## src/hdl/bie_pkg.sv

```systemverilog
// constants for the branch and increment execute block
// assumes a 12-bit instruction word and an 8-bit data path
package bie_pkg;
   localparam int INSTR_W     = 12;
   localparam int DATA_W      = 8;
   localparam int PC_W        = 11;
   localparam int FADDR_W     = 5;
   localparam int LIT_W       = 9;
   // absolute branch: top three bits
   localparam logic [2:0] BRANCH_OP     = 3'h5;
   // increment patterns: top six bits
   localparam logic [5:0] INC_OP        = 6'h0A;
   localparam logic [5:0] INC_SKIP_OP   = 6'h0F;
   // field positions
   localparam int DEST_BIT    = 5;
   localparam int PAGE_HI     = 6;
   localparam int PAGE_LO     = 5;
   // reset values and increment step
   localparam logic [DATA_W-1:0] ACC_RESET  = 8'h00;
   localparam logic [PC_W-1:0]   PC_RESET   = 11'h000;
   localparam logic [DATA_W-1:0] INC_STEP   = 8'h01;
   typedef enum logic [0:0] {
      BIE_RUN   = 1'b0,
      BIE_FLUSH = 1'b1
   } bie_state_t;
endpackage
```

## src/hdl/bie_exec.sv

```systemverilog
// execute stage for absolute branch, increment and increment-skip
// assumes the core presents one instruction per clk with instrValid and
// provides a combinational read port into its file register array
`timescale 1ns/1ps
module bie_exec
   import bie_pkg::*;
(
   // clock and reset
   input  wire logic                         clk,
   input  wire logic                         rst,
   // instruction in
   input  wire logic [bie_pkg::INSTR_W-1:0]  instrWord,
   input  wire logic                         instrValid,
   input  wire logic [bie_pkg::DATA_W-1:0]   statusIn,
   // file register read port
   output logic      [bie_pkg::FADDR_W-1:0]  fileRdAddr,
   input  wire logic [bie_pkg::DATA_W-1:0]   fileRdData,
   // file register write port
   output logic      [bie_pkg::FADDR_W-1:0]  fileWrAddr,
   output logic      [bie_pkg::DATA_W-1:0]   fileWrData,
   output logic                              fileWrEn,
   // core state
   output logic      [bie_pkg::DATA_W-1:0]   accumulator,
   output logic      [bie_pkg::PC_W-1:0]     programCounter,
   output logic                              pcLoad,
   output logic                              zeroFlag,
   output logic                              zeroWrEn,
   output logic                              flushFetch,
   output logic                              busy
);
   import bie_pkg::*;

   ////////////////////////////////////////////////////////////////////////
   // decode
   logic                isBranch;
   logic                isInc;
   logic                isIncSkip;
   logic [DATA_W-1:0]   incResult;
   logic                resultZero;
   bie_state_t          state_reg;
   bie_state_t          state_next;
   logic                execOk;

   // top six opcode bits, shared by the two increment decoders
   function automatic logic [5:0] opTop6(input logic [INSTR_W-1:0] word);
      return word[INSTR_W-1 -: 6];
   endfunction

   // a flushed slot executes as a no-op, so nothing decodes there
   assign execOk    = instrValid && (state_reg == BIE_RUN);
   assign isBranch  = execOk &&
                      (instrWord[INSTR_W-1 -: 3] == BRANCH_OP);
   assign isInc     = execOk &&
                      (opTop6(instrWord) == INC_OP);
   assign isIncSkip = execOk &&
                      (opTop6(instrWord) == INC_SKIP_OP);
   assign fileRdAddr = instrWord[FADDR_W-1:0];
   // 8-bit sum drops the carry, giving modulo 256
   assign incResult  = fileRdData + INC_STEP;
   assign resultZero = (incResult == '0);

   ////////////////////////////////////////////////////////////////////////
   // cycle sequencing: a second slot for taken branches and skips
   always_comb begin
      state_next = BIE_RUN;
      case (state_reg)
         BIE_RUN: begin
            if (isBranch || (isIncSkip && resultZero)) begin
               state_next = BIE_FLUSH;
            end
         end
         BIE_FLUSH: state_next = BIE_RUN;
         default:   state_next = BIE_RUN;
      endcase
   end

   always_ff @(posedge clk) begin
      if (rst) begin
         state_reg <= BIE_RUN;
      end else begin
         state_reg <= state_next;
      end
   end

   assign busy       = (state_reg == BIE_FLUSH);
   assign flushFetch = busy;

   ////////////////////////////////////////////////////////////////////////
   // program counter load
   always_ff @(posedge clk) begin
      if (rst) begin
         programCounter <= PC_RESET;
         pcLoad         <= 1'b0;
      end else begin
         pcLoad <= isBranch;
         if (isBranch) begin
            programCounter <= {statusIn[PAGE_HI:PAGE_LO],
                               instrWord[LIT_W-1:0]};
         end
      end
   end

   ////////////////////////////////////////////////////////////////////////
   // result writeback: accumulator or file register
   always_ff @(posedge clk) begin
      if (rst) begin
         accumulator <= ACC_RESET;
         fileWrEn    <= 1'b0;
         fileWrAddr  <= '0;
         fileWrData  <= '0;
      end else begin
         fileWrEn <= 1'b0;
         if (isInc || isIncSkip) begin
            if (instrWord[DEST_BIT]) begin
               fileWrEn   <= 1'b1;
               fileWrAddr <= instrWord[FADDR_W-1:0];
               fileWrData <= incResult;
            end else begin
               accumulator <= incResult;
            end
         end
      end
   end

   ////////////////////////////////////////////////////////////////////////
   // zero flag: only the plain increment touches it
   always_ff @(posedge clk) begin
      if (rst) begin
         zeroFlag <= 1'b0;
         zeroWrEn <= 1'b0;
      end else begin
         zeroWrEn <= isInc;
         if (isInc) begin
            zeroFlag <= resultZero;
         end
      end
   end

   ////////////////////////////////////////////////////////////////////////
   // checks: expected values rebuilt from the raw word, statusIn and read data
   chk_branch_target: assert property (@(posedge clk) disable iff (rst)
      isBranch |=> programCounter ==
         {$past(statusIn[6:5]), $past(instrWord[8:0])} && pcLoad)
      else $error("branch target wrong");

   chk_branch_page: assert property (@(posedge clk) disable iff (rst)
      isBranch |=> programCounter[10:9] == $past(statusIn[6:5]))
      else $error("branch page bits wrong");

   chk_branch_flush: assert property (@(posedge clk) disable iff (rst)
      isBranch |=> flushFetch ##1 !flushFetch)
      else $error("branch not two cycles");

   chk_branch_flags: assert property (@(posedge clk) disable iff (rst)
      isBranch |=> !zeroWrEn && !fileWrEn)
      else $error("branch touched state");

   chk_inc_acc: assert property (@(posedge clk) disable iff (rst)
      (isInc || isIncSkip) && !instrWord[5] |=>
         accumulator == $past(fileRdData) + 8'h01 && !fileWrEn)
      else $error("accumulator result wrong");

   chk_inc_file: assert property (@(posedge clk) disable iff (rst)
      (isInc || isIncSkip) && instrWord[5] |=>
         fileWrEn && fileWrData == $past(fileRdData) + 8'h01 &&
         fileWrAddr == $past(instrWord[4:0]))
      else $error("file writeback wrong");

   chk_inc_zero: assert property (@(posedge clk) disable iff (rst)
      isInc |=> zeroWrEn && zeroFlag == ($past(fileRdData) == 8'hFF))
      else $error("zero flag wrong");

   chk_skip_taken: assert property (@(posedge clk) disable iff (rst)
      isIncSkip && fileRdData == 8'hFF |=> flushFetch && !zeroWrEn)
      else $error("skip not taken");

   chk_skip_cycles: assert property (@(posedge clk) disable iff (rst)
      isIncSkip && fileRdData != 8'hFF |=> !flushFetch && !zeroWrEn)
      else $error("skip taken wrongly");

   // the skip variant must never disturb the held zero flag
   chk_skip_flags: assert property (@(posedge clk) disable iff (rst)
      isIncSkip |=> $stable(zeroFlag) && !zeroWrEn)
      else $error("skip changed zero flag");

   // decode judged by what comes out, not by the internal strobes
   chk_decode_op: assert property (@(posedge clk) disable iff (rst)
      instrValid && !busy && instrWord[11:6] == 6'h0A |=>
         zeroWrEn && fileWrEn == $past(instrWord[5]))
      else $error("increment not decoded");

   chk_decode_skip: assert property (@(posedge clk) disable iff (rst)
      instrValid && !busy && instrWord[11:6] == 6'h0F |=>
         !zeroWrEn && fileWrEn == $past(instrWord[5]))
      else $error("skip increment not decoded");

   chk_decode_br: assert property (@(posedge clk) disable iff (rst)
      instrValid && !busy && instrWord[11:9] == 3'h5 |=>
         pcLoad && !fileWrEn)
      else $error("branch not decoded");

   // words outside the three opcodes raise no pcLoad, fileWrEn, zeroWrEn or busy and leave the accumulator alone
   chk_no_decode: assert property (@(posedge clk) disable iff (rst)
      instrValid && !busy && instrWord[11:9] != 3'h5 &&
      instrWord[11:6] != 6'h0A && instrWord[11:6] != 6'h0F |=>
         !pcLoad && !fileWrEn && !zeroWrEn && !busy &&
         $stable(accumulator))
      else $error("foreign word changed state");

   // the slot after a branch or a taken skip must act as a no-op
   chk_flush_noop: assert property (@(posedge clk) disable iff (rst)
      busy |=> !pcLoad && !fileWrEn && !zeroWrEn && !busy &&
         $stable(accumulator))
      else $error("flushed slot executed");

endmodule // bie_exec

```

## config.mk

```make
export PLATFORM = sky130hd
export DESIGN_NAME = bie_exec
export DESIGN_NICKNAME = d
export VERILOG_FILES = /design/src/hdl/bie_pkg.sv /design/src/hdl/bie_exec.sv
export SDC_FILE = /design/constraint.sdc
export NUM_CORES = 1
export LEC_CHECK = 0
export ABC_AREA = 1
export BUFFER_PORTS_ARGS = -buffer_cell sky130_fd_sc_hd__buf_2
export CORE_ASPECT_RATIO = 1.4
export CORE_MARGIN = 4
export CORE_UTILIZATION = 51
export CTS_BUF_LIST = sky130_fd_sc_hd__clkbuf_8
export DETAILED_ROUTE_END_ITERATION = 7
export GPL_ROUTABILITY_DRIVEN = 0
export PLACE_DENSITY = 0.87
export SYNTH_ARGS = -nofsm -noshare
export SYNTH_HDL_FRONTEND = slang
export SYNTH_SLANG_ARGS = --single-unit
```

## constraint.sdc

```tcl
create_clock -name clk -period 3.8 [get_ports clk]
set_input_delay 1.14 -clock clk [delete_from_list [all_inputs] [get_ports clk]]
set_output_delay 1.14 -clock clk [all_outputs]
set_load 0.05 [all_outputs]
```

# Yosys cells after proc, flatten, opt, wreduce, memory -nomap -nowiden
# Index checks and enable logic that the tools add are counted.
[totals]
regBits = 37
in_bits = 31
out_inout_bits = 43
elab_cells = 30
[classes]
n_addsub = 1
eq_ne = 3
muxes = 3
bitwise_logic = 3
reduce_logical = 11
[ops]
columns = ["op", "n"]
rows = [
  ["$eq 6x4->1 const B", 2],
  ["$add 8x1->8 const B", 1],
  ["$logic_not 8->1", 1],
  ["$logic_and 1x1->1", 5],
  ["$reduce_and 2->1", 2],
  ["$eq 3x3->1 const B", 1],
  ["$not 1->1", 3],
  ["$logic_or 1x1->1", 2],
  ["$mux 1", 2],
  ["$pmux 1 s2", 1],
  ["$reduce_or 2->1", 1],
]

# Depth between registers and ports, before layout
[logic_depth]
word_depth = 7
depth_mapped = 9
mapped_depth_nobuf = 9

# Worst setup path before layout
# OpenSTA, ideal clock, no wires.
[synth_path]
kind = "input to output"
start = "input instrWord[0] in the netlist's numbering"
end = "output fileRdAddr[0] in the netlist's numbering"
t_arrival_ns = 1.310
required_ns = 2.660
path_slack_ns = 1.350
cell_stages = 1
path_buffers = 1
path_cell_list = "buf_4"
[synth_lines]
columns = ["item", "line", "text"]
rows = [
  ["start: declaration", "bie_exec.sv:12", "input wire logic [bie_pkg::INSTR_W-1:0] instrWord,"],
  ["end: declaration", "bie_exec.sv:16", "output logic [bie_pkg::FADDR_W-1:0] fileRdAddr,"],
]
# No word-level cell between the ends.

# Worst setup path after layout
[layout_path]
start = "input instrWord[1] in the netlist's numbering"
end = "output fileRdAddr[1] in the netlist's numbering"
# No word-level cell between the ends.

==> report_table.html <==
<table>
<tr><th>Metric</th><th>Value</th></tr>
<tr><th colspan="2">Min path</th></tr>
<tr><td>Min-delay worst type</td><td>register to register</td></tr>
<tr><td>Min-Delay Startpoint</td><td>accumulator[2]</td></tr>
<tr><th colspan="2">STA</th></tr>
<tr><td>Final period util</td><td>0.694</td></tr>
<tr><td>Worst relative slew slack</td><td>0.507</td></tr>
<tr><td>Unrepaired setup endpoints after global routing</td><td>no</td></tr>
<tr><td>Final Max Slew Viols</td><td>0</td></tr>
<tr><td>Peak clock frequency supported by timing</td><td>379 MHz</td></tr>
<tr><td>Transition time at the pin with the least slew margin</td><td>0.739 ns</td></tr>
<tr><td>Final setup TNS</td><td>0 ns</td></tr>
<tr><td>Setup WS post-layout</td><td>1.16 ns</td></tr>
<tr><td>Finish-stage setup viols</td><td>0</td></tr>
<tr><td>Maximum clock skew at final layout</td><td>0.00640 ns</td></tr>
<tr><td>Endpoints failing hold</td><td>0</td></tr>
<tr><td>Minimum hold slack</td><td>0.466 ns</td></tr>
<tr><td>Final period demand of the worst path</td><td>2.64 ns</td></tr>
<tr><th colspan="2">Global routing</th></tr>
<tr><td>Wire length of the first global-routing pass</td><td>5760 µm</td></tr>
<tr><td>Largest net degree at the start of global routing</td><td>33</td></tr>
<tr><td>Number of antenna violations at the first check in global routing</td><td>0</td></tr>
<tr><td>Global-route usage over all layers</td><td>0.201</td></tr>
<tr><td>Remaining Overflow, GRT</td><td>0</td></tr>
<tr><td>Via count of the first global-routing pass</td><td>1,342</td></tr>
<tr><th colspan="2">Placed design</th></tr>
<tr><td>Number of cells after detailed placement</td><td>305</td></tr>
<tr><td>Final HPWL from detailed placement</td><td>2850 µm</td></tr>
<tr><td>Quantity of I/O buffers inserted on ports</td><td>67</td></tr>
<tr><td>Cell area reported after detailed placement</td><td>0.00187 mm²</td></tr>
<tr><td>Place WS</td><td>1.16 ns</td></tr>
<tr><th colspan="2">Yosys</th></tr>
<tr><td>Fraction of registers with async set/reset</td><td>0</td></tr>
<tr><td>Most frequent cell after synthesis</td><td>nor2_1</td></tr>
<tr><td>Post-synthesis net count</td><td>246</td></tr>
<tr><td>Syn Std Cell Area</td><td>0.00157 mm²</td></tr>
<tr><td>Share of synthesized area occupied by flip-flops and latches</td><td>0.471</td></tr>
<tr><td>Synth cell count leaders</td><td>64 x nor2_1, 37 x dfxtp_1, 22 x o21ai_0</td></tr>
<tr><td>Count of unique library cells instantiated by Yosys</td><td>26</td></tr>
<tr><td>Number of enable flip-flop cells after synthesis</td><td>0</td></tr>
<tr><td>Top cells by area in the synthesized netlist</td><td>dfxtp_1 47%, nor2_1 15%, o21ai_0 7.0%</td></tr>
<tr><td>Mapped Avg Cell Area</td><td>7.34 µm²</td></tr>
<tr><td>Top cell type by total area after synthesis</td><td>dfxtp_1</td></tr>
<tr><td>Post-Syn Instances</td><td>214</td></tr>
<tr><td>Number of synthesis warnings</td><td>0</td></tr>
<tr><td>Primary FF master, synth</td><td>dfxtp_1</td></tr>
<tr><td>Area share of the leading cell type in the synthesized netlist</td><td>0.471</td></tr>
<tr><td>Register bit count reported by yosys</td><td>37</td></tr>
<tr><th colspan="2">Floorplanning</th></tr>
<tr><td>Chip height</td><td>73.7 µm</td></tr>
<tr><td>DIE AREA</td><td>0.00405 mm²</td></tr>
<tr><td>Initial core utilization</td><td>0.541</td></tr>
<tr><td>IO Pins</td><td>74</td></tr>
<tr><td>Area of the core</td><td>0.00291 mm²</td></tr>
<tr><td>Die Wd</td><td>54.9 µm</td></tr>
<tr><td>Rows</td><td>23</td></tr>
<tr><th colspan="2">Setup path</th></tr>
<tr><td>Slowest stage cell, crit path</td><td>buf_2</td></tr>
<tr><td>Data arrival at the endpoint of the critical path</td><td>1.50 ns</td></tr>
<tr><td>Critical R2R Launch</td><td>busy</td></tr>
<tr><td>Critical Path RT</td><td>2.66 ns</td></tr>
<tr><td>Most frequent cell on the critical path</td><td>buf_2</td></tr>
<tr><td>Launching instance or port of the critical path</td><td>instrWord[1]</td></tr>
<tr><td>Capturing element type of the critical path</td><td>primary output</td></tr>
<tr><td>Type of element launching the critical path</td><td>input port</td></tr>
<tr><td>Max Fanout on Critical Path</td><td>3</td></tr>
<tr><td>Slowest Stage Delay on Critical Path</td><td>0.26 ns</td></tr>
<tr><td>Classification of the worst setup path</td><td>input port to primary output</td></tr>
<tr><td>Family with the most delay on the worst path</td><td>buffers and inverters</td></tr>
<tr><td>Buf+Inv Stages, Crit Path</td><td>2</td></tr>
<tr><td>Chain of cells forming the critical path</td><td>buf_2, buf_2</td></tr>
<tr><th colspan="2">Routing</th></tr>
<tr><td>Remaining DRCs</td><td>0</td></tr>
<tr><td>Antenna Violating Nets Remaining</td><td>0</td></tr>
<tr><td>Detailed Routing Iterations Pass 1</td><td>4</td></tr>
<tr><td>Post-DR wirelength/cell</td><td>11.7 µm</td></tr>
<tr><td>Starting DRT DRC Count</td><td>19</td></tr>
<tr><td>Final Routed Wirelength</td><td>3650 µm</td></tr>
<tr><td>Via density</td><td>4.90</td></tr>
<tr><td>Via count</td><td>1,528</td></tr>
<tr><th colspan="2">Clock network</th></tr>
<tr><td>Latest clock arrival within the worst-skew pair</td><td>0.29 ns</td></tr>
<tr><td>CTS H-tree depth</td><td>2</td></tr>
<tr><td>Clock-pin slew on the worst setup and hold paths</td><td>0.07 ns</td></tr>
<tr><td>Post-CTS setup buffer count</td><td>0</td></tr>
<tr><td>Maximum clock path buffer count</td><td>2</td></tr>
<tr><td>PostCTS Resize Cnt</td><td>0</td></tr>
<tr><td>Inserted Clock Buffers</td><td>5</td></tr>
<tr><td>Clock Sink Count</td><td>37</td></tr>
<tr><td>Root Buffer Master</td><td>clkbuf_8</td></tr>
<tr><td>Count of hold-fix buffers inserted at cts</td><td>0</td></tr>
<tr><td>TritonCTS clock tree</td><td>built</td></tr>
<tr><th colspan="2">Final layout</th></tr>
<tr><td>Fraction of final layout cells with drive strength greater than 1</td><td>0.309</td></tr>
<tr><td>ANT cells</td><td>0</td></tr>
<tr><td>Final core area utilization</td><td>0.674</td></tr>
<tr><td>Synth-to-layout area growth</td><td>24.6%</td></tr>
<tr><td>Post-Layout Inst Area</td><td>0.00196 mm²</td></tr>
<tr><td>Count of nets after finishing</td><td>307</td></tr>
<tr><td>Final Instance Count excl. Fillers</td><td>312</td></tr>
<tr><th colspan="2">Outcome</th></tr>
<tr><td>Outcome</td><td>complete, no violations</td></tr>
<tr><th colspan="2">Power</th></tr>
<tr><td>Total power</td><td>0.766 mW</td></tr>
<tr><td>Worst vdd ir</td><td>286 µV</td></tr>
<tr><td>Power density over the cells</td><td>391 mW/mm²</td></tr>
<tr><td>Static leakage</td><td>1.01 nW</td></tr>
<tr><th colspan="2">Flow run</th></tr>
<tr><td>Number of max-cap violations</td><td>0</td></tr>
</table>
## kinds of logic (layout without fill, tap and decap cells)
family | Yosys count | in the layout | share of synthesized area
and+or+nand+nor | 103 | 103 | 0.288
buffers and inverters | 32 | 93 | 0.0979
AOI/OAI and AO/OA | 41 | 41 | 0.135
adders and majority gates | 1 | 1 | 0.00796
DFF | 37 | 37 | 0.471
## sequential cells by signal, indices dropped and copies added (netlist names)
| name | count |
|---|---|
| accumulator | 8 |
| busy | 1 |
| fileWrAddr | 5 |
| fileWrData | 8 |
| fileWrEn | 1 |
| pcLoad | 1 |
| programCounter | 11 |
| zeroFlag | 1 |
| zeroWrEn | 1 |
## report_power, final
group	leakage [nW]	switching [mW]	internal, mW	total, mW
registers	0.299	0.00275	0.394	0.397
clock network	0.0485	0.125	0.141	0.266
logic	0.666	0.0741	0.0298	0.104
## cell usage in the layout, fill, tap and decap left out, drive strengths merged
cell type,count
inv,19
ha,1
nor2,66
o21bai,1
nand4,4
o21ai,32
nor3,1
nand3b,1
a21oi,8
dfxtp,37
clkbuf,6
buf,67
nand2,21
nand3,9
or2,1
clkinv,1
## path summary, 6_finish.rpt
kind	cells past startpoint	slack, ns	endpoint
max reg2reg	5	2.11	programCounter[6]
max	2	1.16	fileRdAddr[1]
min reg2reg	2	0.47	accumulator[2]
min	2	0.47	accumulator[2]
## per-layer routing
metal | wire, µm | part of all wire | global-route usage | up-vias
met5 | 0 | 0 | 0 | -
met1 | 1310 | 0.36 | 0.203 | 661
met4 | 124 | 0.034 | 0.114 | 0
met2 | 1880 | 0.51 | 0.339 | 54
li1 | - | - | - | 802
met3 | 337 | 0.092 | 0.0771 | 11
## cell type report
type / count / area [µm²]
clock buffer: 6 / 82.6
sequential: 37 / 741
multi-input combinational: 145 / 677
inverter: 19 / 72.6
clock inverter: 1 / 3.75
fill: 278 / 948
timing repair buffer: 67 / 335
tap: 37 / 46.3
(Power assumes the default switching activity.)
